===== src/sgc_pkg.sv =====
// constants shared by the global control, storm limit and led block
// =============================================================
// What this block does
// - low and high rate bits form one limit
// - period 50 ms at 100M, 500 ms at 10M
// - low rate byte resets to 0x4a
// - bit 3 set disables phy power save
// - mode 0 led codes per speed and duplex
// - mode 1 led codes per speed and duplex
// - leds are active low, one means off
// - rate bits 10:8 in previous register, reset zero
// - limit applies only when port enable set
package sgc_pkg;
    // =========================================================
    // register offsets
    localparam logic [7:0] ADDR_RATE_HIGH = 8'h06;
    localparam logic [7:0] ADDR_RATE_LOW = 8'h07;
    localparam logic [7:0] ADDR_TEST_A = 8'h08;
    localparam logic [7:0] ADDR_TEST_B = 8'h09;
    localparam logic [7:0] ADDR_TEST_C = 8'h0a;
    localparam logic [7:0] ADDR_PSAVE_LED = 8'h0b;
    localparam logic [3:0] PORT_CTRL_LOW_NIBBLE = 4'h0;
    localparam logic [3:0] PORT_FIRST_BLOCK = 4'h1;
    localparam logic [3:0] PORT_LAST_BLOCK = 4'h5;
    // =========================================================
    // field positions
    localparam int RATE_HIGH_MSB = 2;
    localparam int PSAVE_DIS_BIT = 3;
    localparam int FACTORY_BIT = 2;
    localparam int LED_MODE_BIT = 1;
    localparam int CFG_RSVD_BIT = 0;
    localparam int STORM_EN_BIT = 7;
    localparam int NUM_PORTS = 5;
    localparam int RATE_W = 11;
    // =========================================================
    // reset values
    localparam logic [7:0] RST_RATE_LOW = 8'h4a;
    localparam logic [2:0] RST_RATE_HIGH = 3'h0;
    localparam logic [7:0] RST_TEST_A = 8'h24;
    localparam logic [7:0] RST_TEST_B = 8'h28;
    localparam logic [7:0] RST_TEST_C = 8'h24;
    localparam logic [2:0] LED_ALL_OFF = 3'h7;
    // =========================================================
    // timing
    localparam int CLK_HZ = 50_000_000;
    localparam int PERIOD_FAST_MS = 50;
    localparam int PERIOD_SLOW_MS = 500;
    localparam int PERIOD_FAST_CYCLES = CLK_HZ / 1000 * PERIOD_FAST_MS;
    localparam int SLOW_TICKS = PERIOD_SLOW_MS / PERIOD_FAST_MS;
endpackage


===== src/sgc_port.sv =====
// one switch port: storm block counter and link led encoder
`timescale 1ns/1ps
`default_nettype none
module sgc_port
    import sgc_pkg::*;
(
    input wire logic clk_sys,
    input wire logic sys_rst,
    input wire logic [RATE_W-1:0] storm_limit,
    input wire logic storm_enable,
    input wire logic led_mode,
    input wire logic fast_tick,
    input wire logic slow_tick,
    input wire logic link_up,
    input wire logic speed_100,
    input wire logic full_duplex,
    input wire logic block_seen,
    output logic block_drop,
    output logic [2:0] led_n
);
    // =========================================================
    // storm counter
    logic [RATE_W-1:0] blk_count;
    wire period_end = speed_100 ? fast_tick : slow_tick;
    wire over_limit = blk_count >= storm_limit;
    wire accept = block_seen && storm_enable && !over_limit;
    wire reject = block_seen && storm_enable && over_limit && !period_end;

    always_ff @(posedge clk_sys) begin
        if (sys_rst || period_end) begin
            blk_count <= '0;
        end else if (accept) begin
            blk_count <= blk_count + 1'b1;
        end
    end

    always_ff @(posedge clk_sys) begin
        if (sys_rst) begin
            block_drop <= 1'b0;
        end else begin
            block_drop <= reject;
        end
    end

    // =========================================================
    // led encoder, zero lights the indicator
    wire [2:0] code_mode0 = {1'b0, !full_duplex, !speed_100};
    wire [2:0] code_mode1 = {!speed_100, speed_100, !full_duplex};
    wire [2:0] next_led_n = !link_up ? LED_ALL_OFF : (led_mode ? code_mode1 : code_mode0);

    always_ff @(posedge clk_sys) begin
        if (sys_rst) begin
            led_n <= LED_ALL_OFF;
        end else begin
            led_n <= next_led_n;
        end
    end

    // =========================================================
    // checks
    AST_MODE0_CODES: assert property (@(posedge clk_sys) disable iff (sys_rst)
        (!sys_rst && link_up && !led_mode) |=>
        led_n == {1'b0, !$past(full_duplex), !$past(speed_100)})
        else $error("mode 0 led code wrong");
    AST_MODE1_CODES: assert property (@(posedge clk_sys) disable iff (sys_rst)
        (!sys_rst && link_up && led_mode && speed_100) |=> led_n == {2'b01, !$past(full_duplex)})
        else $error("mode 1 led code wrong");
    AST_LINK_DOWN_OFF: assert property (@(posedge clk_sys) disable iff (sys_rst)
        !link_up |=> led_n == 3'h7)
        else $error("leds not dark with link down");
    AST_NO_LIMIT_DISABLED: assert property (@(posedge clk_sys) disable iff (sys_rst)
        !storm_enable |=> !block_drop)
        else $error("drop while storm protection disabled");
    AST_DROP_AT_LIMIT: assert property (@(posedge clk_sys) disable iff (sys_rst)
        (block_seen && storm_enable && !period_end) |=>
        block_drop == ($past(blk_count) >= $past(storm_limit)))
        else $error("drop decision does not match limit");
    COV_DROP: cover property (@(posedge clk_sys) disable iff (sys_rst) block_drop);
    COV_MODE1_LIT: cover property (@(posedge clk_sys) disable iff (sys_rst)
        led_mode && link_up ##1 led_n == 3'h5);
endmodule // sgc_port
`default_nettype wire


===== src/sgc_top.sv =====
// global storm rate, factory test and power save / led mode registers
`timescale 1ns/1ps
`default_nettype none
module sgc_top
    import sgc_pkg::*;
#(
    parameter int PERIOD_CYCLES = PERIOD_FAST_CYCLES
) (
    input wire logic clk_sys,
    input wire logic sys_rst,
    input wire logic [7:0] reg_addr,
    input wire logic [7:0] reg_wdata,
    input wire logic reg_wr,
    input wire logic reg_rd,
    output logic [7:0] reg_rdata,
    input wire logic led_mode_strap_pin,
    input wire logic [NUM_PORTS-1:0] port_link_up,
    input wire logic [NUM_PORTS-1:0] port_speed_100,
    input wire logic [NUM_PORTS-1:0] port_full_duplex,
    input wire logic [NUM_PORTS-1:0] port_block_seen,
    output logic [NUM_PORTS-1:0] port_block_drop,
    output logic [3*NUM_PORTS-1:0] port_indicator_outputs,
    output logic phy_power_save_disable
);
    // =========================================================
    // registers
    logic [2:0] rate_high;
    logic [7:0] rate_low;
    logic [7:0] test_a;
    logic [7:0] test_b;
    logic [7:0] test_c;
    logic factory_bit;
    logic led_mode;
    logic cfg_rsvd;
    logic [NUM_PORTS-1:0] storm_en;
    logic strap_s1;
    logic strap_s2;

    // =========================================================
    // address decode
    wire sel_high = reg_addr == ADDR_RATE_HIGH;
    wire sel_low = reg_addr == ADDR_RATE_LOW;
    wire sel_ta = reg_addr == ADDR_TEST_A;
    wire sel_tb = reg_addr == ADDR_TEST_B;
    wire sel_tc = reg_addr == ADDR_TEST_C;
    wire sel_cfg = reg_addr == ADDR_PSAVE_LED;
    wire port_blk_ok = reg_addr[3:0] == PORT_CTRL_LOW_NIBBLE &&
        reg_addr[7:4] >= PORT_FIRST_BLOCK && reg_addr[7:4] <= PORT_LAST_BLOCK;
    wire [3:0] port_blk = reg_addr[7:4] - PORT_FIRST_BLOCK;
    wire [NUM_PORTS-1:0] sel_port;
    genvar gi;
    generate
        for (gi = 0; gi < NUM_PORTS; gi++) begin : g_sel
            assign sel_port[gi] = port_blk_ok && port_blk == 4'(gi);
        end
    endgenerate

    wire [RATE_W-1:0] storm_limit = {rate_high, rate_low};
    wire [7:0] cfg_word = {4'h0, phy_power_save_disable, factory_bit, led_mode, cfg_rsvd};
    wire [7:0] port_word = port_blk_ok ? {storm_en[port_blk[2:0]], 7'h00} : 8'h00;
    wire [7:0] next_rdata = sel_high ? {5'h00, rate_high} :
        sel_low ? rate_low :
        sel_ta ? test_a :
        sel_tb ? test_b :
        sel_tc ? test_c :
        sel_cfg ? cfg_word : port_word;

    // =========================================================
    // strap synchroniser, free running
    always_ff @(posedge clk_sys) begin
        strap_s1 <= led_mode_strap_pin;
        strap_s2 <= strap_s1;
    end

    // =========================================================
    // register writes
    always_ff @(posedge clk_sys) begin
        if (sys_rst) begin
            rate_high <= RST_RATE_HIGH;
            rate_low <= RST_RATE_LOW;
        end else if (reg_wr && sel_high) begin
            rate_high <= reg_wdata[RATE_HIGH_MSB:0];
        end else if (reg_wr && sel_low) begin
            rate_low <= reg_wdata;
        end
    end

    always_ff @(posedge clk_sys) begin
        if (sys_rst) begin
            test_a <= RST_TEST_A;
            test_b <= RST_TEST_B;
            test_c <= RST_TEST_C;
        end else if (reg_wr) begin
            if (sel_ta) test_a <= reg_wdata;
            if (sel_tb) test_b <= reg_wdata;
            if (sel_tc) test_c <= reg_wdata;
        end
    end

    // led mode follows the strap level while reset is held
    always_ff @(posedge clk_sys) begin
        if (sys_rst) begin
            phy_power_save_disable <= 1'b0;
            factory_bit <= 1'b0;
            led_mode <= strap_s2;
            cfg_rsvd <= 1'b0;
        end else if (reg_wr && sel_cfg) begin
            phy_power_save_disable <= reg_wdata[PSAVE_DIS_BIT];
            factory_bit <= reg_wdata[FACTORY_BIT];
            led_mode <= reg_wdata[LED_MODE_BIT];
            cfg_rsvd <= reg_wdata[CFG_RSVD_BIT];
        end
    end

    always_ff @(posedge clk_sys) begin
        if (sys_rst) begin
            storm_en <= '0;
        end else if (reg_wr) begin
            for (int i = 0; i < NUM_PORTS; i++) begin
                if (sel_port[i]) storm_en[i] <= reg_wdata[STORM_EN_BIT];
            end
        end
    end

    always_ff @(posedge clk_sys) begin
        if (sys_rst) begin
            reg_rdata <= 8'h00;
        end else if (reg_rd) begin
            reg_rdata <= next_rdata;
        end else begin
            reg_rdata <= 8'h00;
        end
    end

    // =========================================================
    // period divider: fast tick every 50 ms, slow every tenth
    logic [31:0] tick_cnt;
    logic [3:0] slow_cnt;
    logic fast_tick;
    logic slow_tick;
    wire tick_wrap = tick_cnt == 32'(PERIOD_CYCLES - 1);
    wire slow_wrap = slow_cnt == 4'(SLOW_TICKS - 1);

    always_ff @(posedge clk_sys) begin
        if (sys_rst || tick_wrap) begin
            tick_cnt <= 32'h0000_0000;
        end else begin
            tick_cnt <= tick_cnt + 32'h0000_0001;
        end
    end

    always_ff @(posedge clk_sys) begin
        if (sys_rst) begin
            slow_cnt <= 4'h0;
        end else if (tick_wrap) begin
            slow_cnt <= slow_wrap ? 4'h0 : slow_cnt + 4'h1;
        end
    end

    always_ff @(posedge clk_sys) begin
        if (sys_rst) begin
            fast_tick <= 1'b0;
            slow_tick <= 1'b0;
        end else begin
            fast_tick <= tick_wrap;
            slow_tick <= tick_wrap && slow_wrap;
        end
    end

    // =========================================================
    // ports
    generate
        for (gi = 0; gi < NUM_PORTS; gi++) begin : g_port
            sgc_port u_port (
                .clk_sys(clk_sys),
                .sys_rst(sys_rst),
                .storm_limit(storm_limit),
                .storm_enable(storm_en[gi]),
                .led_mode(led_mode),
                .fast_tick(fast_tick),
                .slow_tick(slow_tick),
                .link_up(port_link_up[gi]),
                .speed_100(port_speed_100[gi]),
                .full_duplex(port_full_duplex[gi]),
                .block_seen(port_block_seen[gi]),
                .block_drop(port_block_drop[gi]),
                .led_n(port_indicator_outputs[3*gi+2:3*gi])
            );
        end
    endgenerate

    // =========================================================
    // checks
    logic [3:0] fast_gap;
    // 4'hf marks no tick since reset, so the first tick is not timed
    always_ff @(posedge clk_sys) begin
        if (sys_rst) begin
            fast_gap <= 4'hf;
        end else if (fast_tick) begin
            fast_gap <= 4'h0;
        end else if (fast_gap != 4'hf) begin
            fast_gap <= fast_gap + 4'h1;
        end
    end

    // fast ticks counted since the last slow tick
    logic [3:0] fast_since_slow;
    always_ff @(posedge clk_sys) begin
        if (sys_rst || slow_tick) begin
            fast_since_slow <= 4'h0;
        end else if (fast_tick) begin
            fast_since_slow <= fast_since_slow + 4'h1;
        end
    end

    AST_RATE_LOW_RESET: assert property (@(posedge clk_sys)
        sys_rst |=> rate_low == 8'h4a)
        else $error("rate low byte reset value wrong");
    AST_RATE_HIGH_RESET: assert property (@(posedge clk_sys)
        sys_rst |=> rate_high == 3'h0)
        else $error("rate high bits reset value wrong");
    AST_LIMIT_JOIN: assert property (@(posedge clk_sys) disable iff (sys_rst)
        reg_rd && sel_high |=> reg_rdata == {5'h00, storm_limit[10:8]})
        else $error("rate high readback mismatch");
    AST_PSAVE_WRITE: assert property (@(posedge clk_sys) disable iff (sys_rst)
        reg_wr && sel_cfg |=> phy_power_save_disable == $past(reg_wdata[3]))
        else $error("power save disable bit not written");
    AST_STRAP_CAPTURE: assert property (@(posedge clk_sys)
        $past(sys_rst) && !sys_rst |-> led_mode == $past(strap_s2))
        else $error("led mode not taken from strap");
    AST_SLOW_WITH_FAST: assert property (@(posedge clk_sys) disable iff (sys_rst)
        slow_tick |-> fast_tick)
        else $error("slow tick without fast tick");
    AST_FAST_SPACING: assert property (@(posedge clk_sys) disable iff (sys_rst)
        fast_tick && !$past(sys_rst) && fast_gap != 4'hf && PERIOD_CYCLES < 15 |->
        fast_gap == 4'(PERIOD_CYCLES - 1))
        else $error("fast tick spacing wrong");
    AST_UNMAPPED_ZERO: assert property (@(posedge clk_sys) disable iff (sys_rst)
        reg_rd && !(sel_high || sel_low || sel_ta || sel_tb || sel_tc || sel_cfg || port_blk_ok)
        |=> reg_rdata == 8'h00)
        else $error("unmapped read not zero");

    // =========================================================
    // tick spacing
    AST_SLOW_SPACING: assert property (@(posedge clk_sys) disable iff (sys_rst)
        slow_tick |-> fast_since_slow == 4'(SLOW_TICKS - 1))
        else $error("slow tick not every tenth fast tick");
    AST_TICK_ONE_CYCLE: assert property (@(posedge clk_sys) disable iff (sys_rst)
        fast_tick && PERIOD_CYCLES > 1 |=> !fast_tick)
        else $error("fast tick longer than one cycle");

    // =========================================================
    // register writes, reads and reset values
    AST_RATE_LOW_WRITE: assert property (@(posedge clk_sys) disable iff (sys_rst)
        reg_wr && sel_low |=> storm_limit[7:0] == $past(reg_wdata))
        else $error("rate low byte not written");
    AST_RATE_HIGH_WRITE: assert property (@(posedge clk_sys) disable iff (sys_rst)
        reg_wr && sel_high |=> storm_limit[10:8] == $past(reg_wdata[RATE_HIGH_MSB:0]))
        else $error("rate high bits not written");
    AST_RATE_LOW_READ: assert property (@(posedge clk_sys) disable iff (sys_rst)
        reg_rd && sel_low |=> reg_rdata == $past(rate_low))
        else $error("rate low readback mismatch");
    AST_TEST_RESET: assert property (@(posedge clk_sys)
        sys_rst |=> test_a == RST_TEST_A && test_b == RST_TEST_B && test_c == RST_TEST_C)
        else $error("factory test reset value wrong");
    AST_TEST_A_WRITE: assert property (@(posedge clk_sys) disable iff (sys_rst)
        reg_wr && sel_ta |=> test_a == $past(reg_wdata))
        else $error("first factory test byte not written");
    AST_TEST_B_WRITE: assert property (@(posedge clk_sys) disable iff (sys_rst)
        reg_wr && sel_tb |=> test_b == $past(reg_wdata))
        else $error("second factory test byte not written");
    AST_TEST_C_WRITE: assert property (@(posedge clk_sys) disable iff (sys_rst)
        reg_wr && sel_tc |=> test_c == $past(reg_wdata))
        else $error("third factory test byte not written");
    AST_PSAVE_RESET: assert property (@(posedge clk_sys)
        sys_rst |=> !phy_power_save_disable && !factory_bit && !cfg_rsvd)
        else $error("config bits reset value wrong");
    AST_CFG_READ: assert property (@(posedge clk_sys) disable iff (sys_rst)
        reg_rd && sel_cfg |=> reg_rdata[7:4] == 4'h0 &&
        reg_rdata[PSAVE_DIS_BIT] == $past(phy_power_save_disable) &&
        reg_rdata[LED_MODE_BIT] == $past(led_mode))
        else $error("config readback mismatch");
    AST_LED_MODE_WRITE: assert property (@(posedge clk_sys) disable iff (sys_rst)
        reg_wr && sel_cfg |=> led_mode == $past(reg_wdata[LED_MODE_BIT]))
        else $error("led mode bit not written");
    AST_LED_MODE_HOLD: assert property (@(posedge clk_sys) disable iff (sys_rst)
        !(reg_wr && sel_cfg) |=> $stable(led_mode))
        else $error("led mode changed without a write");
    AST_STORM_EN_WRITE: assert property (@(posedge clk_sys) disable iff (sys_rst)
        reg_wr && port_blk_ok |=> (storm_en & $past(sel_port)) ==
        ($past(reg_wdata[STORM_EN_BIT]) ? $past(sel_port) : 5'h00))
        else $error("storm enable bit not written");
    AST_PORT_WORD_READ: assert property (@(posedge clk_sys) disable iff (sys_rst)
        reg_rd && port_blk_ok |=> reg_rdata[6:0] == 7'h00)
        else $error("port control spare bits not zero");
    AST_RDATA_IDLE: assert property (@(posedge clk_sys) disable iff (sys_rst)
        !reg_rd |=> reg_rdata == 8'h00)
        else $error("read data not zero outside a read");
    AST_OUTPUTS_RESET: assert property (@(posedge clk_sys)
        sys_rst |=> port_indicator_outputs == 15'h7fff && port_block_drop == 5'h00)
        else $error("port outputs not idle after reset");

    // =========================================================
    // coverage
    COV_SLOW_TICK: cover property (@(posedge clk_sys) disable iff (sys_rst) slow_tick);
    COV_CFG_WRITE_READ: cover property (@(posedge clk_sys) disable iff (sys_rst)
        reg_wr && sel_cfg ##1 reg_rd && sel_cfg);
endmodule // sgc_top
`default_nettype wire


===== config.mk =====
export PLATFORM = sky130hd
export DESIGN_NAME = sgc_top
export DESIGN_NICKNAME = d
export VERILOG_FILES = /design/src/sgc_pkg.sv /design/src/sgc_port.sv /design/src/sgc_top.sv
export SDC_FILE = /design/constraint.sdc
export NUM_CORES = 1
export LEC_CHECK = 0
export CAP_MARGIN = 15
export CELL_PAD_IN_SITES_DETAIL_PLACEMENT = 1
export CELL_PAD_IN_SITES_GLOBAL_PLACEMENT = 2
export CORE_MARGIN = 2
export CORE_UTILIZATION = 36
export DETAILED_ROUTE_END_ITERATION = 6
export DONT_BUFFER_PORTS = 1
export HOLD_SLACK_MARGIN = 0.12
export PLACE_DENSITY_LB_ADDON = 0.1
export SLEW_MARGIN = 10
export SYNTH_ARGS = -nofsm -noshare
export SYNTH_HDL_FRONTEND = slang
export SYNTH_SLANG_ARGS = --single-unit
export TNS_END_PERCENT = 100

===== constraint.sdc =====
create_clock -name clk_sys -period 2.4 [get_ports clk_sys]
set_clock_uncertainty 0.05 [all_clocks]
set_input_delay 0.48 -clock clk_sys [delete_from_list [all_inputs] [get_ports clk_sys]]
set_output_delay 0.48 -clock clk_sys [all_outputs]
set_load 0.02 [all_outputs]

==> flow_metrics.py, run 1 <==
metrics = {
    "floorplan": {
        "die-width_um": 158,
        "rows": 56,
        "core_um2": 23300,
        "start_util_pct": 36.4,
        "ios": 70,
        "die_y_um": 158,
        "dieArea_um2": 24900,
    },
    "logic_synthesis": {
        "synth_cells": 967,
        "yosys_warnings": 0,
        "avgSynthCellArea_um2": 8.79,
        "ys_types": 56,
        "syn_area_um2": 8500,
        "synth_edf_count": 1,
        "ys_seq_area_share_pct": 39.5,
        "ys_top_cells_by_count": "dfxtp_1, nor2_1, nand2_1, ha_1, a21oi_1",
        "yosys_most_used_dff": "dfxtp_1",
        "synth_seq_cells": 167,
        "ys_top_cells_by_area": "dfxtp_1, ha_1, nor2_1, mux2i_1, nand2_1",
        "synth_area_leader_cell": "dfxtp_1",
        "synth_top_cell_area_share_pct": 39.1,
        "async_flop_share_pct": 0,
        "yosysMostFrequentCell": "dfxtp_1",
        "synth_nets": 1074,
    },
    "power_and_ir_drop": {
        "intPower_w": 0.00456,
        "p_clk_share_pct": 49.7,
        "power.share.combinational_pct": 2.9,
        "seq_power_share_pct": 47.4,
        "totalPowerFinal_w": 0.00596,
        "swShare_pct": 23.5,
        "p_switching_w": 0.00140,
        "ir_drop_v": 0.000341,
        "powerDensity_nw_per_um2": 591,
        "cellLeakagePower_nw": 4.02,
    },
    "route": {
        "via_count": 7028,
        "drc": 0,
        "drt_wl_total_um": 24800,
        "dr.first_iter.drc_count": 329,
        "wl_per_cell_um": 18.4,
        "postRouteAntennaNets": 0,
        "dr.pass1.iters": 4,
        "vias_per_cell": 5.20,
    },
    "worst_setup_path": {
        "path_cells": "inv_8 > ha_4 > a2111o_1 > a211oi_4 > buf_6 > o21bai_4 > or4_1 > a21oi_1",
        "crit_type": "register to register",
        "r2r_start": "rate_high[2]$_SDFFE_PP0P_",
        "cp-startpoint": "rate_high[2]$_SDFFE_PP0P_",
        "crit_fanout": 6,
        "worst_setup_path_start_kind": "register",
        "crit_path_max_incr_delay_ns": 0.51,
        "required_ns": 2.70,
        "r2r_slack_ns": 0.05,
        "reg2reg_to": "g_port[3].u_port.blk_count[8]$_SDFFE_PP0P_",
        "worstPathArrival_ns": 2.66,
        "worst_r2r_path_depth": 8,
        "cp_slowest_cell": "or4_1",
        "end_kind": "register",
    },
    "place": {
        "placedInstanceArea_um2": 9150,
        "port_buffers": 0,
        "dp_cells": 1304,
        "post-dp-hpwl_um": 18000,
        "gp_congestion": 0.781,
    },
    "timing": {
        "timing.setup.tns_ns": 0,
        "clock.fmax_ghz": 0.425,
        "maxSlewViolCount": 0,
        "slew_headroom_pct": 65.4,
        "setup_viol": 0,
        "final-hold-violation-count": 0,
        "fin_crit_sh_pct": 98.1,
        "tightest_slew_ns": 0.512,
        "min_period_ns": 2.35,
    },
    "final_layout": {
        "instances_no_fill": 1352,
        "layout-area-overhead-vs-synth_pct": 18.7,
        "fin_area_um2": 10100,
        "drive_above_1_share_pct": 13.5,
        "nets": 1127,
        "diodes": 0,
        "fill_cells": 2708,
    },
    "run_status": {
        "outcome": "finished, final reports clean",
    },
    "grt": {
        "grt_pass1_vias": 7083,
        "grt_antenna_before_repair": 0,
        "grt_pass1_wl_um": 39700,
        "grt_max_degree": 43,
        "track_usage_pct": 20.7,
        "grt_overflow": 0,
    },
    "worst_hold_path": {
        "min_path_cells": 2,
        "hp-class": "primary input to register",
        "hold_start": "reg_wdata[6]",
        "hold-path-endpoint": "test_a[6]$_SDFFE_PP0P_",
    },
    "flow_run": {
        "maxCapViolations": 0,
    },
    "clocking": {
        "cts_tree": "done",
        "clk_latency_ns": 0.43,
        "clock_sinks": 167,
        "clk_pin_slew_ns": 0.08,
        "clock_tree.root_cell": "clkbuf_16",
        "htreeDepth": 4,
        "cts_buffer_depth": 2,
        "cts_buffers": 17,
    },
}
-- power by group through the flow --
stage / Combinational (W) / Clock (W) / Sequential, W
4_1_cts: 0.000177 / 0.00306 / 0.00283
6_report: 0.000174 / 0.00296 / 0.00282
5_1_grt: 0.000193 / 0.00316 / 0.00283
3_5_place_dp: 0.000143 / 0 / 0.00289
2_1_floorplan: 0.000120 / 0 / 0.00288
3_3_place_gp: 0.000143 / 0 / 0.00289
-- metrics by stage --
stage	utilization, %	setup WS, ns	hold WS [ns]
floorplan	-	0.142	0.260
global placement	39.2	-0.0257	0.262
detailed placement	39.2	-0.133	0.265
CTS	42.7	0.000166	0.121
global route	43.2	-0.00890	0.122
finish	43.2	0.0466	0.137
-- layout by cell type (no fill, tap or decap), types with 4 or more instances in the layout --
cell,netlist,layout
a211oi_1,4,4
dfxtp_2,0,4
a22oi_1,9,9
mux2_2,7,7
inv_8,0,4
nor2_1,111,111
nand2b_1,4,4
and2_1,8,8
o31ai_1,8,8
o21ai_0,38,36
ha_1,66,61
nand4_1,7,7
o2111ai_1,8,8
nand2_1,104,104
o211ai_1,20,20
inv_1,27,20
clkbuf_16,0,17
xor2_1,39,39
nor2b_1,20,20
nand3_1,48,48
dlygate4sd3_1,0,10
xnor2_1,23,23
dfxtp_1,166,161
inv_2,0,6
ha_4,0,4
and4_1,6,6
or3_1,14,13
a21oi_1,61,57
mux2i_1,41,41
or4_1,11,9
nor4b_1,6,6
and3_1,25,25
buf_4,5,53
nor3_1,5,5
o21ai_1,14,16
-- critical path: cells and delay by family, from the launching register on --
kind / cells / cell delay, ns
and+or+nand+nor: 1 / 0.51
buffers and inverters: 2 / 0.20
DFF: 1 / 0.38
adders and majority gates: 1 / 0.24
AOI/OAI and AO/OA: 4 / 0.88
-- what timing repair did --
| item | 4_1_cts | 5_1_grt |
|---|---|---|
| hold buffers | 11 | 0 |
| resized for setup | 16 | 24 |
| pin swaps | 4 | 7 |
| cloned | 1 | 0 |
| setup endpoints to repair | 10 | 30 |
| endpoints found under the hold margin | 54 | 0 |
| setup buffers | 1 | 3 |
-- layer usage --
layer	GRT usage (%)	routed length, um	vias to the layer above
met1	27.7	12000	3392
met2	34.6	11800	78
li1	-	-	3538
met3	3.20	601	20
met4	6.10	390	0
met5	0	0	-
-- how the worst max path moves through the flow --
stage,depth (start not counted),to,slack [ns]
4_1_cts,8,g_port[3].u_port.blk_count[5]$_SDFFE_PP0P_,0.0002
3_3_place_gp,7,g_port[3].u_port.blk_count[10]$_SDFFE_PP0P_,-0.03
6_report,8,g_port[3].u_port.blk_count[8]$_SDFFE_PP0P_,0.05
5_1_grt,8,g_port[3].u_port.blk_count[8]$_SDFFE_PP0P_,-0.009
3_5_place_dp,7,g_port[3].u_port.blk_count[9]$_SDFFE_PP0P_,-0.13
2_1_floorplan,8,g_port[1].u_port.blk_count[10]$_SDFFE_PP0P_,0.14
-- flip-flops by register name, summed over array words and instances (netlist names), 3 cells and up --
name,count
g_port.u_port.blk_count,55
tick_cnt,32
g_port.u_port.led_n,15
rate_low,8
reg_rdata,8
test_a,8
test_b,8
test_c,8
g_port.u_port.block_drop,5
storm_en,5
slow_cnt,4
rate_high,3
-- final cells by class --
| type | instances | area (um^2) | area share [%] |
|---|---|---|---|
| Timing Repair Buffer | 67 | 561 | 5.56 |
| Tap cell | 319 | 399 | 3.96 |
| Multi-Input combinational cell | 739 | 5030 | 49.9 |
| Inverter | 28 | 113 | 1.12 |
| Clock inverter | 14 | 185 | 1.84 |
| Clock buffer | 18 | 439 | 4.35 |
| Sequential cell | 167 | 3360 | 33.3 |
-- cells by family after synthesis --
family | Yosys count | share of synthesized area [%]
xor+xnor | 62 | 6.39
mux | 49 | 6.02
compound gates | 181 | 13.6
buf+inv | 62 | 3.00
simple gates | 380 | 21.8
fa+ha+maj | 66 | 9.72
flops | 167 | 39.5
Power figures use the tool's default switching activity.
==> run 2, diff against run 1 <==
--- a/config.mk
+++ b/config.mk
@@ -17,5 +17,6 @@
 export SLEW_MARGIN = 10
 export SYNTH_ARGS = -nofsm -noshare
 export SYNTH_HDL_FRONTEND = slang
+export SYNTH_HIERARCHICAL = 1
 export SYNTH_SLANG_ARGS = --single-unit
 export TNS_END_PERCENT = 100
==> run 2 against run 1 <==
Highest routed layer unchanged. Total power fell by 3.1%. Clock power decreased by 6.8%. Worst hold slack got worse by 0.0019 ns. Largest power group is now registers. Largest cell class unchanged. Setup slack improved by 0.037 ns. Flip-flop and latch count did not move. Critical path depth did not move.
==> flow_metrics.py, run 2 <==
metrics = {
    "power_and_ir_drop": {
        "swShare_pct": 26.1,
        "ir_drop_v": 0.000382,
        "cellLeakagePower_nw": 4.26,
        "p_switching_w": 0.00151,
        "power.share.combinational_pct": 3.3,
        "totalPowerFinal_w": 0.00577,
        "powerDensity_nw_per_um2": 532,
        "p_clk_share_pct": 47.9,
        "intPower_w": 0.00427,
        "seq_power_share_pct": 48.9,
    },
    "worst_setup_path": {
        "crit_fanout": 7,
        "worstPathArrival_ns": 2.63,
        "crit_buf_inv": 3,
        "worst_setup_path_start_kind": "register",
        "crit_type": "register to register",
        "required_ns": 2.72,
        "crit_path_max_incr_delay_ns": 0.49,
        "critPathTopFamily": "compound AO/OA/AOI/OAI gates",
        "worst_r2r_path_depth": 8,
        "worst-path-stages": 8,
        "end_kind": "register",
        "cp_slowest_cell": "or4_1",
        "path_cells": "buf_12 > inv_1 > ha_1 > buf_4 > a21o_1 > a211o_4 > or4_1 > a21oi_1",
    },
    "timing": {
        "setup_viol": 0,
        "fin_crit_sh_pct": 96.5,
        "final-hold-violation-count": 0,
        "slew_headroom_pct": 59.3,
        "maxSlewViolCount": 0,
        "tightest_slew_ns": 0.607,
        "setup_ws_ns": 0.0838,
        "clock.fmax_ghz": 0.432,
        "min_period_ns": 2.32,
    },
    "grt": {
        "grt_max_degree": 48,
        "grt_antenna_before_repair": 2,
        "met1_usage_pct": 28.8,
        "track_usage_pct": 20.9,
        "grt_pass1_vias": 8058,
        "grt_pass1_wl_um": 43900,
        "use_met3_pct": 3.35,
        "grt_overflow": 0,
        "grt.busiest_layer": "met2",
        "grt_use_met2_pct": 34.1,
    },
    "logic_synthesis": {
        "synth_seq_cells": 167,
        "synth_edf_count": 1,
        "ys_types": 54,
        "ys_top_cells_by_count": "dfxtp_1, nor2_1, nand2_1, inv_1, a21oi_1",
        "yosysMostFrequentCell": "dfxtp_1",
        "ys_seq_area_share_pct": 36.6,
        "synth_cells": 1059,
        "synth_top_family_by_area": "simple AND/OR/NAND/NOR gates",
        "synthSimpleGateAreaFrac_pct": 24.5,
        "synth_nets": 1166,
        "synthAdderAreaFrac_pct": 9.01,
        "synth_mux_area_share_pct": 6.58,
        "synthXorXnorAreaFrac_pct": 3.15,
        "yosys_warnings": 6,
        "ys_top_cells_by_area": "dfxtp_1, ha_1, mux2i_1, a21oi_1, nor2_1",
        "synth_top_cell_area_share_pct": 36.3,
        "synth_area_leader_cell": "dfxtp_1",
        "async_flop_share_pct": 0,
        "syn_area_um2": 9170,
        "yosys_most_used_dff": "dfxtp_1",
        "synth_compound_area_share_pct": 14.7,
        "avgSynthCellArea_um2": 8.65,
    },
    "flow_run": {
        "maxCapViolations": 0,
    },
    "floorplan": {
        "start_util_pct": 36.5,
        "die_y_um": 164,
        "rows": 58,
        "dieArea_um2": 26800,
        "die-width_um": 164,
        "ios": 70,
        "core_um2": 25100,
    },
    "clocking": {
        "clk_latency_ns": 0.44,
        "htreeDepth": 4,
        "cts_buffer_depth": 2,
        "cts_tree": "done",
        "clock_sinks": 167,
        "clock_tree.root_cell": "clkbuf_16",
        "clk_pin_slew_ns": 0.08,
        "cts_buffers": 17,
    },
    "place": {
        "place_ws_ns": -0.0780,
        "port_buffers": 0,
        "post-dp-hpwl_um": 19300,
        "gp_congestion": 0.782,
    },
    "route": {
        "dr.pass1.iters": 4,
        "dr.first_iter.drc_count": 306,
        "postRouteAntennaNets": 0,
        "via_count": 7866,
        "vias_per_cell": 5.37,
        "wl_per_cell_um": 18.4,
        "drt_wl_total_um": 27000,
        "drc": 0,
    },
    "final_layout": {
        "final_cell_mix": "dfxtp_1, nor2_1, nand2_1",
        "ff_latch_area_um2": 3360,
        "regMostFlops": "g_port.u_port/blk_count",
        "fill_cells": 2965,
        "largest_reg_flops": 55,
        "multi_input_area_um2": 5450,
        "final_common_cell": "dfxtp_1",
        "top_regs": "g_port.u_port/blk_count: 55 flops, tick_cnt: 32 flops, g_port.u_port/led_n: 15 flops",
        "layout-area-overhead-vs-synth_pct": 18.3,
        "nets": 1228,
        "drive_above_1_share_pct": 14.4,
        "diodes": 0,
    },
    "run_status": {
        "outcome": "finished, final reports clean",
    },
    "worst_hold_path": {
        "hp-class": "primary input to register",
        "min_path_cells": 2,
    },
}
[run 2: cell count changes after synthesis, moves of 12 or more]
cell,delta
a21oi_1,+13
xnor2_1,-15
nand4_1,+13
o21ai_0,-18
nor2_1,-14
and3_1,-16
a211o_1,+17
o31ai_1,+28
a211oi_1,+12
xor2_1,-14
nand2_1,-13
o211ai_1,-15
inv_1,+50
or4_1,+24
[run 2: final cells by class]
cell class              count  area share [%]
inverters                  77            2.67
clock buffers              17            3.92
well taps                 330            3.81
repair buffers             82            6.83
flip-flops and latches    167            31.0
clock inverters            15            1.45
multi-input cells         776            50.3
[run 2: worst paths after layout]
kind,end,start,slack (ns)
setup / recovery,g_port[3].u_port/blk_count[5]$_SDFFE_PP0P_,rate_high[2]$_SDFFE_PP0P_,0.08
hold / removal,test_a[3]$_SDFFE_PP0P_,reg_wdata[3],0.14
setup reg to reg,g_port[3].u_port/blk_count[5]$_SDFFE_PP0P_,rate_high[2]$_SDFFE_PP0P_,0.08
hold reg to reg,strap_s2$_DFF_P_,strap_s1$_DFF_P_,0.34
[run 2: metal layers]
layer  routed length, um  vias to the layer above
met5                   0                        -
met4                 263                        0
met3                 887                       14
met2               12400                       88
met1               13400                     3810
li1                    -                     3954
[run 2: what timing repair did]
item / in CTS / in global routing
endpoints found under the setup margin: 21 / 45
gates cloned: 0 / 1
hold endpoints to repair: 58 / 0
pin swaps: 0 / 6
hold buffers: 16 / 0
gates resized for setup: 2 / 38
buffers inserted: 0 / 2
[run 2: per-stage QoR]
step                      hold slack [ns]  instances  instance area (um^2)  setup TNS [ns]  util [%]
after floorplan                     0.260       1059                  9170               0         -
after global placement              0.328       1413                  9910          -0.837      39.5
after detailed placement            0.322       1413                  9910          -0.841      39.5
after CTS                           0.120       1461                 10700               0      42.5
after global routing                0.131       1464                 10800        -0.00459      43.2
final                               0.135       1464                 10800               0      43.2
[run 2: cell families after synthesis]
kind of cell,after synthesis
buffers and inverters,117
muxes,53
adders and majority gates,66
xor gates and xnor gates,33
DFF,167
AOI/OAI and AO/OA,207
and+or+nand+nor,416
[run 2: power by group through the flow]
stage	Clock [W]	Sequential [W]	Combinational, W
after floorplan	0	0.00289	0.000134
final	0.00276	0.00282	0.000188
after global routing	0.00297	0.00282	0.000209
after CTS	0.00285	0.00282	0.000189
after global placement	0	0.00289	0.000145
after detailed placement	0	0.00289	0.000147
[run 2: worst reg2reg max path: cells and delay by family (launching register included)]
kind	cells	cell delay (ns)
DFF	1	0.38
adders and majority gates	1	0.30
and+or+nand+nor	1	0.49
buffers and inverters	3	0.32
AOI/OAI and AO/OA	3	0.70
==> run 3, diff against run 2 <==
--- a/config.mk
+++ b/config.mk
@@ -8,12 +8,13 @@
 export CAP_MARGIN = 15
 export CELL_PAD_IN_SITES_DETAIL_PLACEMENT = 1
 export CELL_PAD_IN_SITES_GLOBAL_PLACEMENT = 2
+export CORE_ASPECT_RATIO = 0.5
 export CORE_MARGIN = 2
 export CORE_UTILIZATION = 36
 export DETAILED_ROUTE_END_ITERATION = 6
 export DONT_BUFFER_PORTS = 1
 export HOLD_SLACK_MARGIN = 0.12
-export PLACE_DENSITY_LB_ADDON = 0.1
+export PLACE_DENSITY = 0.81
 export SLEW_MARGIN = 10
 export SYNTH_ARGS = -nofsm -noshare
 export SYNTH_HDL_FRONTEND = slang
==> run 3 against run 2 <==
Sequential share of layout area up 0.49 points. Critical path depth down 1. Design area down 1.3%. Non-clock buffer count down 19. Register-to-register slack about the same. Sequential power about the same. Cell count down 0.27%. Critical path type unchanged.
==> flow_metrics.py, run 3 (same netlist as run 2, synthesis figures left out) <==
metrics = {
    "run_status": {
        "outcome": "finished, final reports clean",
    },
    "floorplan": {
        "core_um2": 25100,
        "dieArea_um2": 26800,
        "start_util_pct": 36.5,
        "die_y_um": 117,
        "ios": 70,
        "die-width_um": 230,
        "rows": 41,
    },
    "worst_setup_path": {
        "reg2reg_to": "g_port[3].u_port/blk_count[3]$_SDFFE_PP0P_",
        "crit_fanout": 8,
        "path_cells": "inv_1 > ha_1 > a211oi_2 > o21ai_2 > a211o_2 > or4_1 > a21oi_1",
        "cp_slowest_cell": "or4_1",
        "critPathTopFamily": "compound AO/OA/AOI/OAI gates",
        "crit_type": "register to register",
        "r2r_slack_ns": 0.09,
        "worst_r2r_path_depth": 7,
        "end_kind": "register",
        "r2r_start": "rate_low[6]$_SDFFE_PP1P_",
        "worst_setup_path_start_kind": "register",
        "crit_buf_inv": 1,
        "required_ns": 2.73,
        "worstPathArrival_ns": 2.64,
        "crit_path_max_incr_delay_ns": 0.48,
    },
    "clocking": {
        "htreeDepth": 4,
        "cts_tree": "done",
        "clock_sinks": 167,
        "clk_latency_ns": 0.45,
        "clock_tree.root_cell": "clkbuf_16",
        "cts_buffers": 17,
        "clk_pin_slew_ns": 0.07,
        "cts_buffer_depth": 2,
    },
    "timing": {
        "final-hold-violation-count": 0,
        "min_period_ns": 2.31,
        "maxSlewViolCount": 0,
        "setup_viol": 0,
        "tightest_slew_ns": 0.801,
        "setup_ws_ns": 0.0859,
        "slew_headroom_pct": 46.3,
        "whs_ns": 0.134,
        "fin_crit_sh_pct": 96.4,
        "clock.fmax_ghz": 0.432,
    },
    "flow_run": {
        "maxCapViolations": 0,
    },
    "power_and_ir_drop": {
        "cellLeakagePower_nw": 4.17,
        "ir_drop_v": 0.000397,
        "powerDensity_nw_per_um2": 559,
    },
    "place": {
        "post-dp-hpwl_um": 18300,
        "gp_congestion": 0.810,
        "place_ws_ns": -0.132,
        "port_buffers": 0,
    },
    "route": {
        "drt_wl_total_um": 25900,
        "dr.pass1.iters": 4,
        "drc": 0,
        "dr.first_iter.drc_count": 312,
        "via_count": 7980,
        "wl_per_cell_um": 17.8,
        "vias_per_cell": 5.47,
        "postRouteAntennaNets": 0,
    },
    "final_layout": {
        "top_regs": "g_port.u_port/blk_count: 55 flops, tick_cnt: 32 flops, g_port.u_port/led_n: 15 flops",
        "regMostFlops": "g_port.u_port/blk_count",
        "nets": 1209,
        "final_common_cell": "dfxtp_1",
        "layout-area-overhead-vs-synth_pct": 16.8,
        "final_cell_mix": "dfxtp_1, nor2_1, nand2_1",
        "drive_above_1_share_pct": 11.5,
        "largest_reg_flops": 55,
        "fill_cells": 2938,
    },
    "grt": {
        "grt_pass1_wl_um": 41500,
        "track_usage_pct": 19.6,
        "grt_pass1_vias": 8118,
        "grt_antenna_before_repair": 2,
        "grt_overflow": 0,
        "grt_max_degree": 50,
    },
    "worst_hold_path": {
        "hold_start": "port_speed_100[4]",
        "hold-path-endpoint": "g_port[4].u_port/led_n[1]$_SDFF_PP1_",
        "hp-class": "primary input to register",
        "min_path_cells": 2,
    },
}
-- run 3: how the worst max path moves through the flow --
| stage | from | end | depth (start not counted) |
|---|---|---|---|
| after floorplan | reg_addr[4] | led_mode$_DFFE_PP_ | 6 |
| after global placement | rate_high[1]$_SDFFE_PP0P_ | g_port[0].u_port/blk_count[3]$_SDFFE_PP0P_ | 7 |
| after detailed placement | rate_low[4]$_SDFFE_PP0P_ | g_port[4].u_port/blk_count[5]$_SDFFE_PP0P_ | 7 |
| after CTS | rate_high[0]$_SDFFE_PP0P_ | g_port[4].u_port/blk_count[5]$_SDFFE_PP0P_ | 7 |
| after global routing | rate_low[6]$_SDFFE_PP1P_ | g_port[3].u_port/blk_count[3]$_SDFFE_PP0P_ | 7 |
| final | rate_low[6]$_SDFFE_PP1P_ | g_port[3].u_port/blk_count[3]$_SDFFE_PP0P_ | 7 |
-- run 3: per-stage QoR --
step                power, W  instance area, um^2  setup TNS (ns)  util, %  cells
detailed placement   0.00304                 9680           -1.40     38.6   1398
floorplan            0.00302                 9170               0        -   1059
global route         0.00623                10700         -0.0942     42.7   1460
CTS                  0.00608                10600               0     42.2   1454
finish               0.00599                10700               0     42.7   1460
global placement     0.00303                 9680          -0.173     38.6   1398
-- run 3: metal layers --
| layer | wire length, um | track usage, % | vias up |
|---|---|---|---|
| li1 | - | - | 3929 |
| met1 | 12300 | 24.2 | 3945 |
| met2 | 12500 | 34.6 | 70 |
| met3 | 581 | 4.24 | 36 |
| met4 | 559 | 6.84 | 0 |
| met5 | 0 | 0 | - |
-- run 3: timing repair --
action	in CTS	in global routing
gates cloned	0	1
pin swaps	0	6
setup endpoints to repair	40	47
setup buffers	0	4
gates resized for setup	7	27
hold endpoints to repair	58	0
hold buffers	24	0
-- run 3: area by class of cell --
class	count	area [um^2]	share of cell area, %
Clock buffer	20	468	4.37
Clock inverter	12	163	1.52
Tap cell	344	430	4.02
Sequential cell	167	3370	31.5
Multi-Input combinational cell	776	5390	50.4
Antenna cell	1	2.50	0.0234
Inverter	77	289	2.70
Timing Repair Buffer	63	588	5.49
-- run 3: where the power goes --
part / total, W / switching (W) / internal, W
sequential: 0.00282 / 0.0000300 / 0.00279
combinational: 0.000200 / 0.000112 / 0.0000881
clock: 0.00297 / 0.00123 / 0.00174
total: 0.00599 / 0.00137 / 0.00462
-- run 3: worst reg2reg max path: cells and delay by family (launching register included) --
family,cells,cell delay [ns]
buffers and inverters,1,0.07
AO/OA/AOI/OAI,4,0.91
adder cells (fa/ha/maj),1,0.32
AND/OR/NAND/NOR,1,0.48
flip-flops,1,0.41
